### config.mk
export PLATFORM = sky130hd
export DESIGN_NAME = crm_regs
export DESIGN_NICKNAME = d
export VERILOG_FILES = /design/src/rtl/crm_pkg.sv /design/src/rtl/crm_sel_if.sv /design/src/rtl/crm_ref_select.sv /design/src/rtl/crm_regs.sv
export VERILOG_INCLUDE_DIRS = /design/src /design/src/rtl
export SDC_FILE = /design/constraint.sdc
export NUM_CORES = 1
export LEC_CHECK = 0
export ABC_CLOCK_PERIOD_IN_PS = 8100
export BUFFER_PORTS_ARGS = -buffer_cell sky130_fd_sc_hd__buf_4
export CORE_MARGIN = 2
export CORE_UTILIZATION = 40
export DETAILED_ROUTE_END_ITERATION = 8
export HOLD_SLACK_MARGIN = 0.15
export PLACE_DENSITY_LB_ADDON = 0.3
export SYNTH_ARGS = -nofsm -noshare
export SYNTH_HDL_FRONTEND = slang
export SYNTH_HIERARCHICAL = 1
export SYNTH_SLANG_ARGS = --single-unit
### constraint.sdc
create_clock -name clk_sys -period 8.1 [get_ports clk_sys]
set_clock_uncertainty 0.05 [all_clocks]
set_input_delay 1.215 -clock clk_sys [delete_from_list [all_inputs] [get_ports clk_sys]]
set_output_delay 1.215 -clock clk_sys [all_outputs]
set_load 0.05 [all_outputs]
### src/rtl/crm_map.svh
// address map, field positions and reset values of the custom monitor register bank
`ifndef CRM_MAP_SVH
`define CRM_MAP_SVH
`define CRM_PAGE_PTR       7'h64
`define CRM_FREQ_MODE      7'h65
`define CRM_A_MULT_LO      7'h67
`define CRM_A_MULT_HI      7'h68
`define CRM_A_SCM_LO       7'h69
`define CRM_A_SCM_HI       7'h6a
`define CRM_A_CFM_LO0      7'h6b
`define CRM_A_CFM_LO1      7'h6c
`define CRM_A_CFM_HI0      7'h6d
`define CRM_A_CFM_HI1      7'h6e
`define CRM_A_CYCLES       7'h6f
`define CRM_A_DIV          7'h70
`define CRM_B_MULT_LO      7'h71
`define CRM_B_MULT_HI      7'h72
`define CRM_B_SCM_LO       7'h73
`define CRM_B_SCM_HI       7'h74
`define CRM_B_CFM_LO0      7'h75
`define CRM_B_CFM_LO1      7'h76
`define CRM_B_CFM_HI0      7'h77
`define CRM_B_CFM_HI1      7'h78
`define CRM_B_CYCLES       7'h79
`define CRM_B_DIV          7'h7a
`define CRM_PREDIV         7'h7e
`define CRM_FRO_BASE       7'h65
`define CRM_FRO_LAST       7'h68
`define CRM_SYNC1HZ        7'h71
`define CRM_RSVD_LO        7'h7b
`define CRM_PAGE_BASE      4'h0
`define CRM_PAGE_FRO       4'h1
`define CRM_PAGE_SYNC      4'h8
`define CRM_BYTE_RST       8'h00
`define CRM_MULT_HI_MASK   8'h3f
`define CRM_PAGE_MASK      8'h0f
`define CRM_MODE_REFERENCE_INPUT_ONE_LSB  2
`define CRM_MODE_REFERENCE_INPUT_TWO_LSB  4
`define CRM_NUM_BYTES      20
`endif

### src/rtl/crm_pkg.sv
// types shared by the custom monitor register bank
package crm_pkg;
  typedef enum logic [1:0] {
    CRM_MODE_AUTO  = 2'b00,
    CRM_MODE_CUSTA = 2'b01,
    CRM_MODE_CUSTB = 2'b10,
    CRM_MODE_RSVD  = 2'b11
  } crm_mode_type;

  typedef struct packed {
    logic [13:0] multiplier;
    logic [7:0]  scm_low;
    logic [7:0]  scm_high;
    logic [15:0] cfm_low;
    logic [15:0] cfm_high;
    logic [7:0]  cycles_m1;
    logic        divide_by_four;
  } crm_profile_type;
endpackage

### src/rtl/crm_sel_if.sv
// per-reference profile selection carried between top and selector
`timescale 1ns/1ns
interface crm_sel_if;
  crm_pkg::crm_mode_type   mode [3];
  crm_pkg::crm_profile_type prof_a;
  crm_pkg::crm_profile_type prof_b;
  crm_pkg::crm_profile_type ref_prof [3];
  logic [2:0]              ref_custom;
  modport src (output mode, output prof_a, output prof_b, input ref_prof, input ref_custom);
  modport sel (input mode, input prof_a, input prof_b, output ref_prof, output ref_custom);
endinterface

### src/rtl/crm_ref_select.sv
// routes profile a or b to each reference according to its frequency mode
`timescale 1ns/1ns
module crm_ref_select (
  // selection bundle
  crm_sel_if.sel sel
);
  // ------------------------------------------------------------
  // per-reference profile mux
  // ------------------------------------------------------------
  genvar g;
  generate
    for (g = 0; g < 3; g++) begin : g_ref
      // auto and the reserved code both fall back to auto detection
      always_comb begin
        sel.ref_prof[g]   = '0;
        sel.ref_custom[g] = 1'b0;
        unique case (sel.mode[g])
          crm_pkg::CRM_MODE_CUSTA: begin
            sel.ref_prof[g]   = sel.prof_a;
            sel.ref_custom[g] = 1'b1;
          end
          crm_pkg::CRM_MODE_CUSTB: begin
            sel.ref_prof[g]   = sel.prof_b;
            sel.ref_custom[g] = 1'b1;
          end
          default: begin
            sel.ref_prof[g]   = '0;
            sel.ref_custom[g] = 1'b0;
          end
        endcase
      end
    end
  endgenerate
endmodule

### src/rtl/crm_regs.sv
// custom reference monitor configuration register bank
// Contract
// - profile a 14-bit multiplier, bits 13:8 at 0x68.
// - profile b multiplier low byte 0x71, bits 13:8 at 0x72.
// - each profile has single-cycle monitor low and high limits.
// - each profile has 16-bit coarse low/high limits, low byte first.
// - cycle register holds monitor cycles minus one.
// - divide control feeds reference divided by four to frequency monitors.
// - one pre-divider register controls references zero and one only.
// - four free-run offset bytes on page 1, 0x65 to 0x68.
// - 1 Hz sync detection enabled only by page 8 register 0x71.
// - extended pages reached via page pointer at 0x64.
// - frequency mode picks auto, profile a or b per reference.
// - profile a multiplier bits 7:0 at 0x67.
`timescale 1ns/1ns
`include "crm_map.svh"
module crm_regs (
  // clock and reset
  input  wire logic                     clk_sys,
  input  wire logic                     rst,
  input  wire logic                     clk_en,
  // register port from the serial host interface
  input  wire logic                     reg_wr,
  input  wire logic                     reg_rd,
  input  wire logic [6:0]               reg_addr,
  input  wire logic [7:0]               reg_wdata,
  output logic      [7:0]               reg_rdata,
  // configuration towards the monitors
  output crm_pkg::crm_profile_type      ref_profile [3],
  output logic      [2:0]               ref_custom,
  output logic      [2:0]               ref_use_div4,
  output logic      [15:0]              ref_cycle_count [3],
  output logic      [7:0]               prescaler_ctrl,
  output logic      [31:0]              freerun_offset,
  output logic                          sync_1hz_detect_en,
  output logic      [3:0]               page_sel
);
  // ------------------------------------------------------------
  // storage
  // ------------------------------------------------------------
  logic [7:0] page_q;
  logic [7:0] mode_q;
  logic [7:0] cfg_q [`CRM_NUM_BYTES];   // base page 0x67..0x7a
  logic [7:0] prediv_q;
  logic [7:0] fro_q [4];
  logic [7:0] sync_q;
  logic [7:0] rdata_d;
  logic [7:0] rdata_q;
  logic       on_base;
  logic       on_fro;
  logic       on_sync;
  logic       in_cfg;
  logic       in_fro;
  logic [4:0] cfg_idx;
  logic [1:0] fro_idx;

  crm_sel_if sel_bus ();

  // ------------------------------------------------------------
  // address decode
  // ------------------------------------------------------------
  // the pointer itself is visible on every page so software can always leave
  assign on_base = (page_q[3:0] == `CRM_PAGE_BASE);
  assign on_fro  = (page_q[3:0] == `CRM_PAGE_FRO);
  assign on_sync = (page_q[3:0] == `CRM_PAGE_SYNC);
  assign in_cfg  = on_base && (reg_addr >= `CRM_A_MULT_LO) && (reg_addr <= `CRM_B_DIV);
  assign in_fro  = on_fro && (reg_addr >= `CRM_FRO_BASE) && (reg_addr <= `CRM_FRO_LAST);
  assign cfg_idx = 5'(reg_addr - `CRM_A_MULT_LO);
  assign fro_idx = 2'(reg_addr - `CRM_FRO_BASE);

  // page pointer, low nibble only, upper bits read zero
  always_ff @(posedge clk_sys or posedge rst) begin
    if (rst) begin
      page_q <= `CRM_BYTE_RST;
    end else if (clk_en && reg_wr && reg_addr == `CRM_PAGE_PTR) begin
      page_q <= reg_wdata & `CRM_PAGE_MASK;
    end
  end

  // frequency mode, two bits per reference
  always_ff @(posedge clk_sys or posedge rst) begin
    if (rst) begin
      mode_q <= `CRM_BYTE_RST;
    end else if (clk_en && reg_wr && on_base && reg_addr == `CRM_FREQ_MODE) begin
      mode_q <= reg_wdata;
    end
  end

  // profile bytes; multiplier high bytes hold only six bits
  genvar g;
  generate
    for (g = 0; g < `CRM_NUM_BYTES; g++) begin : g_cfg
      always_ff @(posedge clk_sys or posedge rst) begin
        if (rst) begin
          cfg_q[g] <= `CRM_BYTE_RST;
        end else if (clk_en && reg_wr && in_cfg && cfg_idx == 5'(g)) begin
          if (g == (`CRM_A_MULT_HI - `CRM_A_MULT_LO) || g == (`CRM_B_MULT_HI - `CRM_A_MULT_LO)) begin
            cfg_q[g] <= reg_wdata & `CRM_MULT_HI_MASK;
          end else begin
            cfg_q[g] <= reg_wdata;
          end
        end
      end
    end
    for (g = 0; g < 4; g++) begin : g_fro
      always_ff @(posedge clk_sys or posedge rst) begin
        if (rst) begin
          fro_q[g] <= `CRM_BYTE_RST;
        end else if (clk_en && reg_wr && in_fro && fro_idx == 2'(g)) begin
          fro_q[g] <= reg_wdata;
        end
      end
    end
  endgenerate

  // pre-divider control
  always_ff @(posedge clk_sys or posedge rst) begin
    if (rst) begin
      prediv_q <= `CRM_BYTE_RST;
    end else if (clk_en && reg_wr && on_base && reg_addr == `CRM_PREDIV) begin
      prediv_q <= reg_wdata;
    end
  end

  // 1 Hz sync detection enable
  always_ff @(posedge clk_sys or posedge rst) begin
    if (rst) begin
      sync_q <= `CRM_BYTE_RST;
    end else if (clk_en && reg_wr && on_sync && reg_addr == `CRM_SYNC1HZ) begin
      sync_q <= reg_wdata;
    end
  end

  // ------------------------------------------------------------
  // read path
  // ------------------------------------------------------------
  // unmapped and reserved locations return zero
  always_comb begin
    rdata_d = 8'h00;
    if (reg_addr == `CRM_PAGE_PTR) begin
      rdata_d = page_q;
    end else if (on_base && reg_addr == `CRM_FREQ_MODE) begin
      rdata_d = mode_q;
    end else if (in_cfg) begin
      rdata_d = cfg_q[cfg_idx];
    end else if (on_base && reg_addr == `CRM_PREDIV) begin
      rdata_d = prediv_q;
    end else if (in_fro) begin
      rdata_d = fro_q[fro_idx];
    end else if (on_sync && reg_addr == `CRM_SYNC1HZ) begin
      rdata_d = sync_q;
    end
  end

  // read data registered, valid the cycle after the read strobe
  always_ff @(posedge clk_sys or posedge rst) begin
    if (rst) begin
      rdata_q <= 8'h00;
    end else if (clk_en && reg_rd) begin
      rdata_q <= rdata_d;
    end
  end
  assign reg_rdata = rdata_q;

  // ------------------------------------------------------------
  // profile assembly and per-reference routing
  // ------------------------------------------------------------
  // offsets inside cfg_q follow the map order, a multiplier first
  always_comb begin
    sel_bus.prof_a.multiplier     = {cfg_q[1][5:0], cfg_q[0]};
    sel_bus.prof_a.scm_low        = cfg_q[2];
    sel_bus.prof_a.scm_high       = cfg_q[3];
    sel_bus.prof_a.cfm_low        = {cfg_q[5], cfg_q[4]};
    sel_bus.prof_a.cfm_high       = {cfg_q[7], cfg_q[6]};
    sel_bus.prof_a.cycles_m1      = cfg_q[8];
    sel_bus.prof_a.divide_by_four = cfg_q[9][0];
    sel_bus.prof_b.multiplier     = {cfg_q[11][5:0], cfg_q[10]};
    sel_bus.prof_b.scm_low        = cfg_q[12];
    sel_bus.prof_b.scm_high       = cfg_q[13];
    sel_bus.prof_b.cfm_low        = {cfg_q[15], cfg_q[14]};
    sel_bus.prof_b.cfm_high       = {cfg_q[17], cfg_q[16]};
    sel_bus.prof_b.cycles_m1      = cfg_q[18];
    sel_bus.prof_b.divide_by_four = cfg_q[19][0];
  end

  assign sel_bus.mode[0] = crm_pkg::crm_mode_type'(mode_q[1:0]);
  assign sel_bus.mode[1] = crm_pkg::crm_mode_type'(mode_q[`CRM_MODE_REFERENCE_INPUT_ONE_LSB +: 2]);
  assign sel_bus.mode[2] = crm_pkg::crm_mode_type'(mode_q[`CRM_MODE_REFERENCE_INPUT_TWO_LSB +: 2]);

  crm_ref_select u_sel (
    .sel (sel_bus.sel)
  );

  // monitor span is stored value plus one; div4 only for custom refs
  generate
    for (g = 0; g < 3; g++) begin : g_out
      assign ref_profile[g]     = sel_bus.ref_prof[g];
      assign ref_cycle_count[g] = {8'h00, sel_bus.ref_prof[g].cycles_m1} + 16'h0001;
      assign ref_use_div4[g]    = sel_bus.ref_custom[g] & sel_bus.ref_prof[g].divide_by_four;
    end
  endgenerate
  assign ref_custom         = sel_bus.ref_custom;
  assign prescaler_ctrl     = prediv_q;
  assign freerun_offset     = {fro_q[3], fro_q[2], fro_q[1], fro_q[0]};
  assign sync_1hz_detect_en = sync_q[0];
  assign page_sel           = page_q[3:0];
endmodule

==> results of run 1 <==
-- cells in the final DEF (no fill, tap or decap), types with 3 or more instances in the layout --
| cell type | count |
|---|---|
| nand3_1 | 26 |
| or2_2 | 3 |
| ha_1 | 6 |
| and2_1 | 7 |
| inv_1 | 18 |
| nor3_1 | 9 |
| xnor2_1 | 14 |
| a221oi_1 | 4 |
| o21ai_0 | 14 |
| or3_1 | 6 |
| and4_1 | 4 |
| clkbuf_1 | 4 |
| nor2b_1 | 5 |
| buf_4 | 330 |
| xor2_1 | 9 |
| and3_1 | 8 |
| mux4_2 | 45 |
| dfrtp_1 | 224 |
| a21o_1 | 3 |
| nor2_2 | 9 |
| nand2_1 | 29 |
| mux2i_1 | 4 |
| clkinv_2 | 6 |
| clkbuf_16 | 25 |
| nor2_1 | 234 |
| nand2b_1 | 10 |
| nor2_4 | 6 |
| ha_2 | 7 |
| a221o_1 | 3 |
| a22oi_2 | 10 |
| mux2_2 | 219 |
| nand4_1 | 4 |
| a22oi_1 | 206 |
| o211ai_1 | 3 |
| bufinv_16 | 6 |
| a21oi_1 | 18 |
| conb_1 | 21 |
| nor3_2 | 5 |
-- cell type report --
cell class                      count  area, um^2  area share (%)
Clock inverter                     15         236            1.34
Multi-Input combinational cell    994        7980            45.3
Clock buffer                       31         668            3.79
Tap cell                          461         577            3.27
Sequential cell                   224        5610            31.8
Timing Repair Buffer              330        2480            14.1
Inverter                           19        78.8           0.447
-- logic make-up (layout without fill, tap and decap cells) --
family	Yosys count	after routing	share of synthesized area, %
AND/OR/NAND/NOR	381	381	12.6
buffers and inverters	163	395	6.82
adder cells (fa/ha/maj)	13	13	1.12
flip-flops	224	224	38.7
other	1	21	0.0259
XOR/XNOR	23	23	1.39
multiplexers	270	270	24.5
AO/OA/AOI/OAI	286	286	14.9
-- final timing paths --
kind | startpoint | to | slack (ps) | cells past startpoint
min in group asynchronous | rst | cfg_q[139]$_DFFE_PP0P_ | 780 | 2
hold reg to reg | cfg_q[4]$_DFFE_PP0P_ | cfg_q[4]$_DFFE_PP0P_ | 440 | 1
max in group asynchronous | rst | prescaler_ctrl[6]$_DFFE_PP0P_ | 5650 | 3
hold / removal | cfg_q[4]$_DFFE_PP0P_ | cfg_q[4]$_DFFE_PP0P_ | 440 | 1
setup reg to reg | page_q[0]$_DFFE_PP0P_ | cfg_q[5]$_DFFE_PP0P_ | 4820 | 6
setup / recovery | reg_addr[0] | cfg_q[5]$_DFFE_PP0P_ | 3650 | 9
-- state kept, by name (all words and copies together) (netlist names) --
| name | flops |
|---|---|
| reg_rdata | 8 |
| page_q | 4 |
| prescaler_ctrl | 8 |
| freerun_offset | 32 |
| cfg_q | 156 |
| mode_q | 8 |
| sync_q | 8 |
-- routing by layer --
| metal | vias to the layer above | part of all wire [%] | track usage (%) |
|---|---|---|---|
| met1 | 6291 | 42 | 36.5 |
| met4 | 0 | 3.4 | 9.18 |
| li1 | 5475 | - | - |
| met2 | 682 | 46 | 42.3 |
| met5 | - | 0 | 0 |
| met3 | 108 | 7.7 | 4.09 |
-- synth_stat cells (4+ instances only) --
cell      count  share of area [%]
buf_4        47                2.4
xor2_1        9               0.54
clkbuf_1     53                1.4
nand4_1       4               0.17
a22oi_2      10               0.86
buf_1         5               0.13
nor3_1        9               0.31
ha_1         13                1.1
a21oi_1      18               0.62
nand3_1      26               0.90
a221oi_1      4               0.24
or3_1         6               0.26
mux2i_1       4               0.28
mux2_2      219                 17
nor2_2        9               0.39
nand2_1      29               0.75
mux4_2       45                7.0
buf_6        24                1.9
nor2_4        6               0.47
inv_1        19               0.49
nor2_1      234                6.1
nor2b_1       5               0.22
xnor2_1      14               0.85
and2_1        7               0.30
dfrtp_1     224                 39
buf_2        15               0.52
a22oi_1     206                 11
and4_1        4               0.24
and3_1        8               0.35
o21ai_0      14               0.48
nor3_2        5               0.35
nand2b_1     10               0.43
-- critical path: cells and delay by family --
family / cells / cell delay [ps]
buf+inv: 2 / 930
compound gates: 2 / 390
simple gates: 3 / 1310
fa+ha+maj: 1 / 520
mux: 1 / 400
-- power breakdown --
part | switching (mW) | internal [mW]
Clock | 0.472 | 0.779
Combinational | 0.253 | 0.102
Sequential | 0.0679 | 1.16
-- through the flow --
stage | hold WS [ps] | power [mW] | util, % | area (um^2)
3_5_place_dp | 432 | 1.60 | 47.0 | 16700
4_1_cts | 441 | 2.84 | 49.5 | 17600
6_report | 436 | 2.83 | 49.5 | 17600
5_1_grt | 460 | 2.92 | 49.5 | 17600
3_3_place_gp | 435 | 1.59 | 47.0 | 16700
2_1_floorplan | 409 | 1.49 | - | 14600
==> summary.md, run 1 <==
| Metric | Value |
|---|---|
| CP startpoint kind | input pin |
| HPWL after detailed placement | 36400 um |
| Setup violators final | 0 |
| Die width | a little under 200 um |
| Worst-path clk slew | 60 ps |
| Via density | approximately 6.1 |
| Finished Layout Cells | 2074 |
| CP most frequent cell | buf_4 |
| GRT overflow | 0 |
| Vias in the first global route | 12.5k |
| Setup bufs post-CTS | 0 |
| Number of library cell types mapped by synthesis | 72 |
| Dpl ws | 3150 ps |
| Core outline area | 35600 um^2 |
| Largest net degree at the start of global routing | ~150 |
| Max Slew Vio Count | 0 |
| Share of cells above drive strength 1 | 42.5% |
| WS Path Type | in2reg |
| Fillers | 3307 |
| RSZ-0062 raised after global routing | no |
| Leak Pwr | 7.74 nW |
| Seq/Total Area, Yosys | 38.7% |
| Critical-path maximum fanout | 48 |
| Avg Inst Size Synth | approximately 11 um^2 |
| Clk root buf | clkbuf_16 |
| Min-Delay Path Class | reg2reg |
| Achievable clock frequency | 225 MHz |
| Layout area overhead | 21.7% |
| Final wirelength | about 51000 um |
| First-pass GRT wire length | 77700 um |
| Antenna Nets Post-Route | 0 |
| Worst setup margin | 3650 ps |
| Rows | 69 |
| Min cycle time layout | 4450 ps |
| DRT iter0 DRCs | around 1.3k |
| Rel. slew slack | 28.9% |
| IO Pins | 340 |
| Yosys synthesis warning count | 6 |
| Die height | around 200 um |
| Worst-skew pair later-pin latency | 530 ps |
| Post-CTS Hold Fix Bufs | 0 |
| Avg WL per Cell | 24.7 um |
| Post-synth ARST share | 100% |
| Tcrit/Tclk final | a little over half |
| Net count reported at finish | 1627 |
| Worst EP required | around 8500 ps |
| CP max-delay cell | buf_4 |
| Number of flops mapped to enable cells by yosys | 0 |
| Final Hold Vio Count | 0 |
| Total iterations of the first detailed-routing run | 6 |
| Gp weighted congestion | 0.943 |
| Max_cap viols | 0 |
| Clk sink count | 224 |
| # resized after CTS | 0 |
| CP Capture Type | register |
| Peak supply drop | roughly 0.13 mV |
| Synth Flop Type | dfrtp_1 |
| Number of port buffers | 318 |
| Power per cell area | 161 nW/um^2 |
| Drt drc | 0 |
| Worst stage delay on the critical path | 710 ps |
| Initial antenna violation count | 0 |
| Dpl cells | 2028 |
| Syn Inst Count | 1361 |
| Num CTS Buffers | 25 |
| TNS Setup | 0 ps |
| Flops & latches, synth | approximately 220 |
| Die Footprint | roughly 38000 um^2 |
| Worst-margin pin slew | 1070 ps |
| Gr usage total | 26.4% |
| Synthesized area | 14500 um^2 |
| H-Tree Depth | 1 |
| Worst EP arrival | 4800 ps |
| Crit path cell chain | buf_4 -> buf_4 -> ha_1 -> a21oi_1 -> o21ai_0 -> nand3_2 -> nor3_2 -> nand2b_1 -> mux2_1 |
| CTS max path bufs | 3 |
| Via count | 12.6k |
| # diodes | 0 |
| CTS tree | yes |
| Status | completed |
| Initial Utilization | between 40% and 50% |
Note: power is estimated with default switching activity, not from simulation.
==> run 2, diff against run 1 <==
--- a/config.mk
+++ b/config.mk
@@ -6,7 +6,7 @@
 export SDC_FILE = /design/constraint.sdc
 export NUM_CORES = 1
 export LEC_CHECK = 0
-export ABC_CLOCK_PERIOD_IN_PS = 8100
+export ABC_CLOCK_PERIOD_IN_PS = 3900
 export BUFFER_PORTS_ARGS = -buffer_cell sky130_fd_sc_hd__buf_4
 export CORE_MARGIN = 2
 export CORE_UTILIZATION = 40
==> constraint.sdc (replaced) <==
create_clock -name clk_sys -period 3.9 [get_ports clk_sys]
set_clock_uncertainty 0.05 [all_clocks]
set_input_delay 0.585 -clock clk_sys [delete_from_list [all_inputs] [get_ports clk_sys]]
set_output_delay 0.585 -clock clk_sys [all_outputs]
set_load 0.05 [all_outputs]
==> summary.md, run 2 (synthesis results as in run 1) <==
| Metric | Value |
|---|---|
| Crit path cell chain | inv_1 -> ha_2 -> a22oi_2 -> nor2_1 -> nand3_1 -> nor3_1 -> xor2_1 -> buf_4 |
| Largest Register | cfg_q |
| First-pass GRT wire length | 77700 um (about the same) |
| CP max-delay cell | ha_2 |
| H-Tree Depth | 1 (unchanged) |
| Avg WL per Cell | 24.8 um (+0.37%) |
| Share of cells above drive strength 1 | 43.2% (+0.66 points) |
| Rows | 69 (unchanged) |
| Leak Pwr | 7.79 nW (+0.63%) |
| Initial Utilization | 40.7% (unchanged) |
| Clock share of power | 40.8% (-3.4 points) |
| Sw Ratio | 29.2% (+1.2 points) |
| Worst EP required | 3260 ps (-5190 ps) |
| Num CTS Buffers | 24 (-4.0%) |
| Max Slew Vio Count | 0 (unchanged) |
| Worst EP arrival | 3000 ps (-1800 ps) |
| TNS Setup | 0 ps (unchanged) |
| Peak supply drop | 0.293 mV (+130%) |
| Worst path bufs/invs | 2 (unchanged) |
| Share of power burned in registers | 45.5% (+2.2 points) |
| Setup bufs post-CTS | 0 (unchanged) |
| Reg2reg start | page_q[0]$_DFFE_PP0P_ |
| Via density | 6.05 (-0.13%) |
| Internal power | 3.95 mW (+94%) |
| Gr usage total | 26.5% (+0.072 points) |
| Most common cell after layout, fill and taps aside | buf_4 |
| CTS tree | yes |
| Die height | 194 um (unchanged) |
| RSZ-0062 raised after global routing | no |
| Total iterations of the first detailed-routing run | 5 (-1) |
| Worst stage delay on the critical path | 580 ps (-130 ps) |
| Die width | 194 um (unchanged) |
| Achievable clock frequency | around 280 MHz |
| Gp weighted congestion | 0.925 (-1.9%) |
| DRT iter0 DRCs | 1095 (-16%) |
| Critical-path maximum fanout | 21 (-56%) |
| Net count reported at finish | 1645 (+1.1%) |
| Delay-heaviest family, CP | simple AND/OR/NAND/NOR gates |
| Initial antenna violation count | 0 (unchanged) |
| Overall Power | 5.58 mW (+97%) |
| HPWL after detailed placement | 37200 um (+2.2%) |
| Rel. slew slack | 45.8% (+17 points) |
| Antenna Nets Post-Route | 0 (unchanged) |
| WS Path Type | reg2out |
| Setup violators final | 0 (unchanged) |
| Clk root buf | clkbuf_16 |
| Max reg flops | 156 (unchanged) |
| Final Hold Vio Count | 0 (unchanged) |
| Clk sink count | 224 (unchanged) |
| Final wirelength | 51900 um (+1.2%) |
| Worst-margin pin slew | 813 ps (-254 ps) |
| Die Footprint | 37700 um^2 (unchanged) |
| Min-Delay Path Class | in2async |
| Drt drc | 0 (unchanged) |
| # resized after CTS | 0 (unchanged) |
| IO Pins | 340 (unchanged) |
| Layout area overhead | 22.1% |
| Min cycle time layout | around 3600 ps |
| Max_cap viols | 0 (unchanged) |
| Vias in the first global route | 12.4k (-1.1%) |
| # diodes | 0 (unchanged) |
| Largest net degree at the start of global routing | 121 (-17%) |
| Commonest cells after routing, fill and taps aside | 346 x buf_4, 233 x nor2_1, 224 x dfrtp_1 |
| Combinational power share | 13.7% (+1.2 points) |
| Worst-path clk slew | 60 ps (about the same) |
| Post-CTS Hold Fix Bufs | 1 (+1) |
| Fillers | 3311 (+0.12%) |
| Number of port buffers | 318 (unchanged) |
| CP startpoint kind | register |
| GRT overflow | 0 (unchanged) |
| Via count | 12.6k (+0.68%) |
| Core outline area | 35600 um^2 (unchanged) |
| CP Capture Type | primary output |
| Worst-skew pair later-pin latency | 530 ps (about the same) |
| Status | completed |
| Tcrit/Tclk final | 93.2% |
| Worst setup startpoint | mode_q[5]$_DFFE_PP0P_ |
| CTS max path bufs | 3 (unchanged) |
| Power per cell area | 316 nW/um^2 (+96%) |
| Sw power | 1.63 mW (+110%) |
[run 2: final timing paths]
kind	to	slack (ps)	cells after the start
worst max-delay path	ref_cycle_count[7]	270	8
worst min-delay path	cfg_q[61]$_DFFE_PP0P_	450	3
worst max register to register	cfg_q[34]$_DFFE_PP0P_	780	6
worst min register to register	cfg_q[7]$_DFFE_PP0P_	450	1
max in group asynchronous	cfg_q[11]$_DFFE_PP0P_	2460	4
min in group clk_sys	cfg_q[7]$_DFFE_PP0P_	450	1
[run 2: worst min-delay path: stages]
cell,delay [ps]
dlygate4sd3_1,530
buf_4,140
clkinvlp_4,120
[run 2: metrics by stage]
step	hold slack [ps]	area, um^2	utilization (%)	setup WS (ps)	std cells
3_3_place_gp	420	16900	47.5	710	2046
3_5_place_dp	439	16900	47.5	719	2046
2_1_floorplan	409	14600	-	27.9	1381
6_report	449	17700	49.7	267	2091
4_1_cts	436	17700	49.7	286	2091
5_1_grt	467	17700	49.7	103	2091
[run 2: layout make-up]
type	instances	area [um^2]	area share [%]
Timing Repair Buffer	349	2650	15.0
Clock inverter	10	92.6	0.524
Multi-Input combinational cell	994	7990	45.2
Inverter	19	75.1	0.425
Tap cell	461	577	3.26
Sequential cell	224	5610	31.7
Clock buffer	34	698	3.95
[run 2: power by group through the flow]
stage | logic [mW] | clock network, mW | registers [mW]
detailed placement | 0.759 | 0 | 2.58
finish | 0.764 | 2.28 | 2.54
global route | 0.810 | 2.39 | 2.55
CTS | 0.762 | 2.30 | 2.54
floorplan | 0.547 | 0 | 2.56
global placement | 0.749 | 0 | 2.57
[run 2: routing by layer]
| layer | routed length (um) | global-route usage [%] | vias up |
|---|---|---|---|
| li1 | - | - | 5496 |
| met1 | 22800 | 37.4 | 6426 |
| met2 | 24300 | 42.5 | 642 |
| met3 | 3740 | 4.42 | 78 |
| met4 | 1130 | 6.31 | 0 |
| met5 | 0 | 0 | - |
